## src/lgc_pkg.sv

```systemverilog
// constants and types shared by the three-input logic block
package lgc_pkg;

  // ****************************************************************
  // data widths
  // ****************************************************************
  localparam int VAL_W  = 16;  // signed value, 0.01 % per lsb
  localparam int ADDR_W = 8;   // register address width
  localparam int DATA_W = 8;   // register data width
  localparam int SRC_W  = 8;   // source address width

  // ****************************************************************
  // value thresholds and output levels, 0.01 % units
  // ****************************************************************
  localparam logic signed [VAL_W-1:0] THR_LO   = 16'sh1b58; // 70.00 %
  localparam logic signed [VAL_W-1:0] THR_HI   = 16'sh1f40; // 80.00 %
  localparam logic signed [VAL_W-1:0] OUT_FULL = 16'sh2710; // 100.00 %
  localparam logic signed [VAL_W-1:0] OUT_ZERO = 16'sh0000; // 0.00 %

  // ****************************************************************
  // register offsets
  // ****************************************************************
  localparam logic [ADDR_W-1:0] REG_SRC_A  = 8'h00;
  localparam logic [ADDR_W-1:0] REG_SRC_B  = 8'h01;
  localparam logic [ADDR_W-1:0] REG_SRC_C  = 8'h02;
  localparam logic [ADDR_W-1:0] REG_OP     = 8'h03;
  localparam logic [ADDR_W-1:0] REG_INV    = 8'h04;
  localparam logic [ADDR_W-1:0] REG_STATUS = 8'h05;

  // ****************************************************************
  // field positions and reset values
  // ****************************************************************
  localparam int STAT_RES_BIT = 3;  // status: bits 2:0 levels, bit 3 result
  localparam logic [SRC_W-1:0] SRC_NONE = 8'h00;  // address 0: no source
  localparam logic [SRC_W-1:0] SRC_RST  = 8'h00;
  localparam logic [2:0]       INV_RST  = 3'h0;

  // ****************************************************************
  // operation codes
  // ****************************************************************
  typedef enum logic [2:0] {
    OP_OR   = 3'b000,
    OP_AND  = 3'b001,
    OP_XOR  = 3'b010,
    OP_NOR  = 3'b011,
    OP_NAND = 3'b100,
    OP_NXOR = 3'b101
  } lgc_op_t;

  localparam lgc_op_t OP_RST = OP_OR;

endpackage

```

## src/lgc_top.sv

```systemverilog
// three-input logic block: value inputs, inversion, six operations
//
// The address map and the address-and-strobe port were left to the implementer.
`timescale 1ns/1ps
module lgc_top (
  input  wire logic                             mclk_i,
  input  wire logic                             nrst_i,
  input  wire logic                             scan_i,
  input  wire logic signed [lgc_pkg::VAL_W-1:0] val_a_i,
  input  wire logic signed [lgc_pkg::VAL_W-1:0] val_b_i,
  input  wire logic signed [lgc_pkg::VAL_W-1:0] val_c_i,
  input  wire logic        [lgc_pkg::ADDR_W-1:0] addr_i,
  input  wire logic        [lgc_pkg::DATA_W-1:0] wdata_i,
  input  wire logic                             wr_i,
  input  wire logic                             rd_i,
  output logic             [lgc_pkg::DATA_W-1:0] rdata_o,
  output logic             [lgc_pkg::SRC_W-1:0]  src_a_o,
  output logic             [lgc_pkg::SRC_W-1:0]  src_b_o,
  output logic             [lgc_pkg::SRC_W-1:0]  src_c_o,
  output logic signed      [lgc_pkg::VAL_W-1:0]  out_o
);

  // ****************************************************************
  // functions
  // ****************************************************************
  // evaluate one operation over the connected levels only
  function automatic logic lgc_eval(input logic [2:0] op,
                                    input logic [2:0] lv,
                                    input logic [2:0] cn);
    logic used_any;
    logic or_r;
    logic and_r;
    logic xor_r;
    logic res;
    used_any = |cn;
    or_r     = |(lv & cn);
    and_r    = used_any && ((lv & cn) == cn);
    xor_r    = ^(lv & cn);
    case (op)
      lgc_pkg::OP_OR:   res = or_r;
      lgc_pkg::OP_AND:  res = and_r;
      lgc_pkg::OP_XOR:  res = xor_r;
      lgc_pkg::OP_NOR:  res = !or_r;
      lgc_pkg::OP_NAND: res = !and_r;
      lgc_pkg::OP_NXOR: res = !xor_r;
      default:          res = or_r;
    endcase
    return res;
  endfunction

  // true when a written code names one of the six operations
  function automatic logic lgc_op_ok(input logic [lgc_pkg::DATA_W-1:0] d);
    return d <= {5'h00, lgc_pkg::OP_NXOR};
  endfunction

  // ****************************************************************
  // configuration registers
  // ****************************************************************
  lgc_pkg::lgc_op_t op_q;
  logic [2:0]       inv_q;
  logic [2:0]       conn;
  logic [2:0]       lvl_d;
  logic [2:0]       lvl_q;
  logic [2:0]       lv_x;
  logic             res_d;
  logic             res_q;

  // source addresses; the configurer keeps them in the legal ranges,
  // the block only stores them and tests them against zero
  always_ff @(posedge mclk_i or negedge nrst_i) begin
    if (!nrst_i) begin
      src_a_o <= lgc_pkg::SRC_RST;
      src_b_o <= lgc_pkg::SRC_RST;
      src_c_o <= lgc_pkg::SRC_RST;
    end else if (wr_i) begin
      case (addr_i)
        lgc_pkg::REG_SRC_A: src_a_o <= wdata_i;
        lgc_pkg::REG_SRC_B: src_b_o <= wdata_i;
        lgc_pkg::REG_SRC_C: src_c_o <= wdata_i;
        default: ;
      endcase
    end
  end

  // operation select; an unknown code is dropped so that the block
  // always runs one of the six defined operations
  always_ff @(posedge mclk_i or negedge nrst_i) begin
    if (!nrst_i) begin
      op_q <= lgc_pkg::OP_RST;
    end else if (wr_i && addr_i == lgc_pkg::REG_OP && lgc_op_ok(wdata_i)) begin
      op_q <= lgc_pkg::lgc_op_t'(wdata_i[2:0]);
    end
  end

  // inversion mask
  always_ff @(posedge mclk_i or negedge nrst_i) begin
    if (!nrst_i) begin
      inv_q <= lgc_pkg::INV_RST;
    end else if (wr_i && addr_i == lgc_pkg::REG_INV) begin
      inv_q <= wdata_i[2:0];
    end
  end

  // ****************************************************************
  // register read port
  // ****************************************************************
  // read data stand for exactly one cycle; unmapped offsets read zero
  always_ff @(posedge mclk_i or negedge nrst_i) begin
    if (!nrst_i) begin
      rdata_o <= '0;
    end else if (rd_i) begin
      case (addr_i)
        lgc_pkg::REG_SRC_A:  rdata_o <= src_a_o;
        lgc_pkg::REG_SRC_B:  rdata_o <= src_b_o;
        lgc_pkg::REG_SRC_C:  rdata_o <= src_c_o;
        lgc_pkg::REG_OP:     rdata_o <= {5'h00, op_q};
        lgc_pkg::REG_INV:    rdata_o <= {5'h00, inv_q};
        lgc_pkg::REG_STATUS: rdata_o <= {4'h0, res_q, lvl_q};
        default:             rdata_o <= '0;
      endcase
    end else begin
      rdata_o <= '0;
    end
  end

  // ****************************************************************
  // input conversion
  // ****************************************************************
  // a source address of zero means nothing is wired to that input
  assign conn[0] = (src_a_o != lgc_pkg::SRC_NONE);
  assign conn[1] = (src_b_o != lgc_pkg::SRC_NONE);
  assign conn[2] = (src_c_o != lgc_pkg::SRC_NONE);

  lgc_hyst u_hyst_a (
    .mclk_i  (mclk_i),
    .nrst_i  (nrst_i),
    .scan_i  (scan_i),
    .val_i   (val_a_i),
    .lvl_d_o (lvl_d[0]),
    .lvl_q_o (lvl_q[0])
  );

  lgc_hyst u_hyst_b (
    .mclk_i  (mclk_i),
    .nrst_i  (nrst_i),
    .scan_i  (scan_i),
    .val_i   (val_b_i),
    .lvl_d_o (lvl_d[1]),
    .lvl_q_o (lvl_q[1])
  );

  lgc_hyst u_hyst_c (
    .mclk_i  (mclk_i),
    .nrst_i  (nrst_i),
    .scan_i  (scan_i),
    .val_i   (val_c_i),
    .lvl_d_o (lvl_d[2]),
    .lvl_q_o (lvl_q[2])
  );

  // ****************************************************************
  // inversion and evaluation
  // ****************************************************************
  // the new levels are used directly, so the output of a scan already
  // reflects that scan's values and not the previous ones
  assign lv_x  = lvl_d ^ inv_q;
  assign res_d = lgc_eval(op_q, lv_x, conn);

  // result and analog output move together, only on a scan
  always_ff @(posedge mclk_i or negedge nrst_i) begin
    if (!nrst_i) begin
      res_q <= 1'b0;
      out_o <= lgc_pkg::OUT_ZERO;
    end else if (scan_i) begin
      res_q <= res_d;
      out_o <= res_d ? lgc_pkg::OUT_FULL : lgc_pkg::OUT_ZERO;
    end
  end
endmodule

```

## src/lgc_hyst.sv

```systemverilog
// one input's value-to-level conversion with hysteresis
`timescale 1ns/1ps
module lgc_hyst (
  input  wire logic                           mclk_i,
  input  wire logic                           nrst_i,
  input  wire logic                           scan_i,
  input  wire logic signed [lgc_pkg::VAL_W-1:0] val_i,
  output logic                                lvl_d_o,
  output logic                                lvl_q_o
);

  // ****************************************************************
  // level decision
  // ****************************************************************
  // inside the band the old level stays, so a noisy value near one
  // threshold cannot make the level chatter
  always_comb begin
    if (val_i < lgc_pkg::THR_LO) begin
      lvl_d_o = 1'b0;
    end else if (val_i > lgc_pkg::THR_HI) begin
      lvl_d_o = 1'b1;
    end else begin
      lvl_d_o = lvl_q_o;
    end
  end

  // held level, refreshed only on a scan
  always_ff @(posedge mclk_i or negedge nrst_i) begin
    if (!nrst_i) begin
      lvl_q_o <= 1'b0;
    end else if (scan_i) begin
      lvl_q_o <= lvl_d_o;
    end
  end
endmodule

```

## config.mk

```make
export PLATFORM = sky130hd
export DESIGN_NAME = lgc_top
export DESIGN_NICKNAME = d
export VERILOG_FILES = /design/src/lgc_pkg.sv /design/src/lgc_top.sv /design/src/lgc_hyst.sv
export SDC_FILE = /design/constraint.sdc
export NUM_CORES = 1
export LEC_CHECK = 0
export BUFFER_PORTS_ARGS = -buffer_cell sky130_fd_sc_hd__buf_2
export CAP_MARGIN = 30
export CORE_MARGIN = 2
export CORE_UTILIZATION = 40
export DETAILED_ROUTE_END_ITERATION = 8
export HOLD_SLACK_MARGIN = 0.03
export MAX_ROUTING_LAYER = met4
export PLACE_DENSITY = 0.8
export SKIP_CTS_REPAIR_TIMING = 1
export SLEW_MARGIN = 20
export SYNTH_ARGS = -nofsm -noshare
export SYNTH_HDL_FRONTEND = slang
export SYNTH_HIERARCHICAL = 1
export SYNTH_SLANG_ARGS = --single-unit
export TNS_END_PERCENT = 100
```

## constraint.sdc

```tcl
create_clock -name mclk_i -period 2.5 [get_ports mclk_i]
set_input_delay 0.125 -clock mclk_i [delete_from_list [all_inputs] [get_ports mclk_i]]
set_output_delay 0.125 -clock mclk_i [all_outputs]
set_load 0.1 [all_outputs]
```

# Word-level counts from Yosys, hierarchy flattened
# Cells that the tools add are included.
[word_totals]
input_bits = 69
out_inout_bits = 48
register_bits = 58
word_cells = 58
[op_classes]
n_eq_ne = 11
reduce_logical = 17
mux = 10
order_cmp = 7
n_bitwise = 2
[ops]
columns = ["op", "n"]
rows = [
  ["$gt 16x14->1 const B", 3],
  ["$lt 16x14->1 const B", 3],
  ["$pmux 8 s6", 1],
  ["$reduce_bool 8->1", 3],
  ["$eq 8x2->1 const B", 2],
  ["$eq 8x3->1 const B", 2],
  ["$mux 14", 1],
  ["$eq 8x1->1 const B", 1],
  ["$le 8x3->1 const B", 1],
  ["$logic_not 8->1", 1],
  ["$mux 8", 1],
  ["$eq 3x2->1 const B", 2],
  ["$eq 3x3->1 const B", 2],
  ["$mux 1", 6],
  ["$reduce_and 2->1", 3],
  ["$reduce_or 3->1", 2],
  ["$pmux 1 s5", 1],
  ["$logic_and 1x1->1", 4],
  ["$and 3x3->3", 1],
  ["$eq 3x1->1 const B", 1],
  ["$eq 3x3->1", 1],
  ["$logic_not 1->1", 3],
  ["$reduce_xor 3->1", 1],
  ["$xor 3x3->3", 1],
]

# Longest topological paths before layout
[logic_depth]
word_depth = 10
ltp_mapped = 11
mapped_depth_nobuf = 11

# By module
# The synthesis kept the hierarchy.
[by_module_without_submodules]
columns = ["module", "area_each_um2", "seq_area_each_um2", "cells_each", "n_inst"]
rows = [
  ["lgc_top", 2112.0, 975.9, 186, 1],
  ["lgc_hyst", 112.6, 25.0, 15, 3],
]

# Worst setup path after synthesis
# No wires, ideal clock.
[synth_path]
path_type = "register to register"
startpoint = "register src_c_o[6] (netlist name)"
endpoint = "register out_o[10] (netlist name)"
required_time_ps = 2378
arrival_time_ps = 2305
slack_ps = 74
setup_time_ps = 122
stages_incl_launch_ff = 6
path_cell_list = "dfrtp_1 -> nor4_1 -> a21oi_1 -> a31oi_1 -> or4b_1 -> a32o_1"
[synth_via]
elab_chain_cells = 7
word_cells_on_any_way = 12
classes_between = "eq/ne: 1; mux: 2; bitwise: 1; reduce/logical: 8"
[synth_rtl]
columns = ["element", "line", "source"]
rows = [
  ["from (decl)", "lgc_top.sv:19", "output logic [lgc_pkg::SRC_W-1:0] src_c_o,"],
  ["from (signal assigned)", "lgc_top.sv:74", "src_c_o <= lgc_pkg::SRC_RST;"],
  ["from (signal assigned)", "lgc_top.sv:79", "lgc_pkg::REG_SRC_C: src_c_o <= wdata_i;"],
  ["$reduce_bool 8->1 *", "lgc_top.sv:132", "assign conn[2] = (src_c_o != lgc_pkg::SRC_NONE);"],
  ["$and 3x3->3", "lgc_top.sv:36, lgc_top.sv:37, lgc_top.sv:38", ""],
  ["$eq 3x3->1", "lgc_top.sv:37", "and_r = used_any && ((lv & cn) == cn);"],
  ["$logic_and 1x1->1", "lgc_top.sv:37", ""],
  ["$logic_not 1->1", "lgc_top.sv:44", "lgc_pkg::OP_NAND: res = !and_r;"],
  ["$pmux 1 s5 *", "lgc_top.sv:39", "case (op)"],
  ["$mux 14 *", "lgc_top.sv:176", "out_o <= res_d ? lgc_pkg::OUT_FULL : lgc_pkg::OUT_ZERO;"],
  ["to (signal assigned)", "lgc_top.sv:173", "out_o <= lgc_pkg::OUT_ZERO;"],
  ["to (signal assigned)", "lgc_top.sv:176", ""],
  ["to (decl)", "lgc_top.sv:20", "output logic signed [lgc_pkg::VAL_W-1:0] out_o"],
]
# Mark *: on every way between the ends. The rest lies on a longest branch, timed or not.
# A chain may end at the register's enable or synchronous reset.

# Final worst setup path
[layout_path]
startpoint = "register u_hyst_a.lvl_q_o"
endpoint = "register out_o[10] (netlist name)"
[layout_via]
elab_chain_cells = 9
word_cells_on_any_way = 13
classes_between = "eq/ne: 1; mux: 4; bitwise: 2; reduce/logical: 6"
[layout_rtl]
columns = ["element", "line", "source"]
rows = [
  ["from (decl)", "lgc_hyst.sv:9", "output logic lvl_q_o"],
  ["from (signal assigned)", "lgc_hyst.sv:32", "lvl_q_o <= lvl_d_o;"],
  ["$mux 1 *", "lgc_hyst.sv:20", "end else if (val_i > lgc_pkg::THR_HI) begin"],
  ["$mux 1 *", "lgc_hyst.sv:18", "if (val_i < lgc_pkg::THR_LO) begin"],
  ["net lvl_d[0]", "lgc_top.sv:62", "logic [2:0] lvl_d;"],
  ["$xor 3x3->3 *", "lgc_top.sv:166", "assign lv_x = lvl_d ^ inv_q;"],
  ["$and 3x3->3 *", "lgc_top.sv:36, lgc_top.sv:37, lgc_top.sv:38", ""],
  ["$eq 3x3->1", "lgc_top.sv:37", ""],
  ["$logic_and 1x1->1", "lgc_top.sv:37", ""],
  ["$logic_not 1->1", "lgc_top.sv:44", ""],
  ["$pmux 1 s5 *", "lgc_top.sv:39", ""],
  ["$mux 14 *", "lgc_top.sv:176", ""],
]
# The timed path passes the listed nets; every way through them passes the cells marked *.

==> metrics.md <==
| Metric | Value |
|---|---|
| Outcome | finished, final reports clean |
| Die height | 82.3 um |
| Worst hold-check slack | 0.0934 ns |
| Starting Density | 41.4% |
| Maxcap violations | 0 |
| Worst R2R End | out_o[10]$_DFFE_PN0P_ |
| CTS tree | done |
| CP Data Required Time | between 2 and 3 ns |
| YS warnings | 6 |
| Total number of vias | 2285 |
| Setup TNS | 0 ns |
| First-pass GRT wire length | 9670 um |
| Max Clock Freq | 447 MHz |
| Vias in the first global route | 2069 |
| Drc violations | 0 |
| Sink Count | 42 |
| Layout cell share with drive strength beyond 1 | between 40% and 50% |
| Num CTS Buffers | 5 |
| Met2 Use GR | roughly a third |
| Clock skew | 0.0100 ns |
| Register area | 1050 um2 |
| Crit-path leading delay family | simple AND/OR/NAND/NOR gates |
| GR Util met3 | roughly 3.8% |
| RSZ-0062 raised after global routing | false |
| Met1 GRT Util | between 20% and 30% |
| Final period util | 89.4% |
| Hold Path Class | input pin to register |
| Final setup vio count | 0 |
| Antenna violations before repair | 0 |
| Via/cell ratio | 5.52 |
| Largest stage delay on the critical path | 0.41 ns |
| Worst reg2reg setup slack | 0.26 ns |
| Dpl hpwl | 5100 um |
| Syn Std Cell Area | 2450 um2 |
| Worst setup EP type | register |
| Critical Path Stages | 9 |
| Multi-input logic area | 1290 um2 |
| Die W | 82.3 um |
| Initial DRC Count | 218 |
| Yosys cell types | 43 |
| Fin. Hold Viols | 0 |
| Pins Over Slew Limit | 0 |
| DRT Pass-1 Iters | 6 |
| NumNets Final | around 410 |
| Min-delay src | rd_i |
| FP Rows | 28 |
| Worst VDD drop | a little over 0.7 mV |
| Post-synthesis sequential area ratio | 42.9% |
| Placeable core area | 5920 um2 |
| Total GRT Usage | 19.5% |
| I/O pins | 117 |
| Port Buffers | between 100 and 150 |
| Clk slew on worst S/H paths | 0.08 ns |
| Clock latency on the worst-skew pair | 0.30 ns |
| Max FO, Critical Path | 4 |
| PD cells | 635 nW/um2 |
| GP Congestion | between 0.8 and 0.9 |
| Die Area | 6770 um2 |
| Area Overhead vs Synth | 28.2% |
| Setup crit start | u_hyst_a/lvl_q_o$_DFFE_PN0P_ |
| Worst Tran Pin Value | 0.600 ns |
| Fin util | 53.0% |
| Pin count of the biggest net entering global routing | 43 |
| Reg2reg path depth | 9 |
| Antenna diodes | 0 |
| Htree depth | 2 |
| Total grt overflow | 0 |
| Syn Inst Count | around 230 |
| Antenna Nets Post-Route | 0 |
| Crit start category | register |
| Crit path DAT | about 2.5 ns |
| CP Buf/Inv Count | 0 |
| Final WL | between 6000 and 7000 um |
| Leakage power | 1.62 nW |
| Kind of critical path | register to register |
| Fillcell total | roughly 520 |
| R2R Path Start | u_hyst_a/lvl_q_o$_DFFE_PN0P_ |
| Rel. slew slack | 59.6% |
| Wirelength per Cell | 15.5 um |
| Crit-path slowest cell | dfrtp_1 |
| Crit path to | out_o[10]$_DFFE_PN0P_ |
| Clk buf depth | 2 |
| Clock Tree Root | clkbuf_8 |
| Crit path cell chain | nor4_1, nor2_1, xor2_1, nand2_1, ha_1, nand2b_1, mux2_2, o311ai_0, a32o_1 |
| Final min period | 2.24 ns |
| Synth Register Bits | 42 |
| Grt peak-use layer | met2 |
| Syn_area_per_cell | 10.6 um2 |
registers in the layout, indices dropped and copies added, names as in the netlist:
signal / count
inv_q: 3
op_q: 3
out_o: 1
rdata_o: 8
src_a_o: 8
src_b_o: 8
src_c_o: 8
u_hyst_a/lvl_q_o: 1
u_hyst_b/lvl_q_o: 1
u_hyst_c/lvl_q_o: 1
through the flow:
step | total power [W] | setup WS, ns | instances | instance area [um2]
6_report | 0.00200 | 0.264 | 414 | 3140
5_1_grt | 0.00207 | 0.0972 | 414 | 3140
4_1_cts | 0.00200 | 0.243 | 412 | 3100
3_5_place_dp | 0.00147 | 0.0118 | 404 | 2990
3_3_place_gp | 0.00146 | 0.126 | 404 | 2990
2_1_floorplan | 0.00134 | 0.0737 | 241 | 2490
power breakdown:
part | switching, W | leakage (nW) | internal (W)
logic | 0.000548 | 0.996 | 0.000167
clock network | 0.000232 | 0.0514 | 0.000298
registers | 0.0000392 | 0.570 | 0.000711
total | 0.000820 | 1.62 | 0.00118
kinds of logic after synthesis:
| group | synth area share, % |
|---|---|
| muxes | 19.0 |
| xor gates and xnor gates | 1.07 |
| other | 0.153 |
| AOI/OAI and AO/OA | 13.0 |
| adders and majority gates | 0.511 |
| DFF | 42.9 |
| buffers and inverters | 5.87 |
| and+or+nand+nor | 17.5 |
worst min path at each step:
stage,end,slack [ns],depth (start not counted)
3_5_place_dp,rdata_o[4]$_DFF_PN0_,0.31,1
3_3_place_gp,rdata_o[4]$_DFF_PN0_,0.30,1
5_1_grt,rdata_o[3]$_DFF_PN0_,0.1,2
4_1_cts,rdata_o[4]$_DFF_PN0_,-0.008,1
2_1_floorplan,inv_q[0]$_DFFE_PN0P_,-0.17,0
6_report,rdata_o[3]$_DFF_PN0_,0.09,2
placed cells by master (no fill, tap or decap), types with 7 or more instances in the layout:
master,synthesis,final
nand2_1,7,7
a211oi_1,12,12
nor4_1,13,13
dfrtp_1,42,42
a21oi_1,8,8
nor2_1,26,26
buf_2,1,105
conb_1,1,11
nand3_1,7,7
mux2_2,36,36
cell usage after synthesis, drive strengths merged:
master   count  area (um2)
a2111oi      1        8.76
a211oi      12        90.1
a21o         1        7.51
a21oi        8        40.0
a222oi       3        30.0
a22o         3        26.3
a31oi        1        6.26
a32o         1        10.0
and2         1        6.26
and3         1        6.26
and3b        1        8.76
and4         1        8.76
buf         20         136
conb         1        3.75
dfrtp       42        1050
ha           1        12.5
inv          2        7.51
mux2        36         405
mux2i        6        60.1
nand2        8        32.5
nand2b       4        25.0
nand3        7        35.0
nand4        2        12.5
nor2        26        97.6
nor2b        3        18.8
nor3         2        21.3
nor3b        1        18.8
nor4        13        81.3
nor4b        4        35.0
o211ai       3        22.5
o21ai        5        25.0
o311ai       1        8.76
o31a         1        8.76
o31ai        1        7.51
o41ai        3        26.3
or4          1        11.3
or4b         1        10.0
xnor2        2        17.5
xor2         1        8.76
final cells by class:
class,instances,share of cell area [%]
Clock buffer,6,2.31
Clock inverter,2,1.20
Inverter,2,0.239
Multi-Input combinational cell,177,41.2
Sequential cell,42,33.5
Tap cell,75,2.99
Timing Repair Buffer,110,18.6
worst reg2reg max path, stage by stage (launching register included):
cell	delay, ns
dfrtp_1	0.41
nor4_1	0.33
nor2_1	0.11
xor2_1	0.19
nand2_1	0.08
ha_1	0.34
nand2b_1	0.15
mux2_2	0.25
o311ai_0	0.10
a32o_1	0.21
layer usage:
| metal | vias to the layer above | wire length (um) | part of all wire, % |
|---|---|---|---|
| met2 | 107 | 3160 | 49 |
| li1 | 1079 | - | - |
| met5 | - | 0 | 0 |
| met3 | 12 | 458 | 7.2 |
| met1 | 1087 | 2690 | 42 |
| met4 | 0 | 89 | 1.4 |
Note: power is estimated with default switching activity, not from simulation.
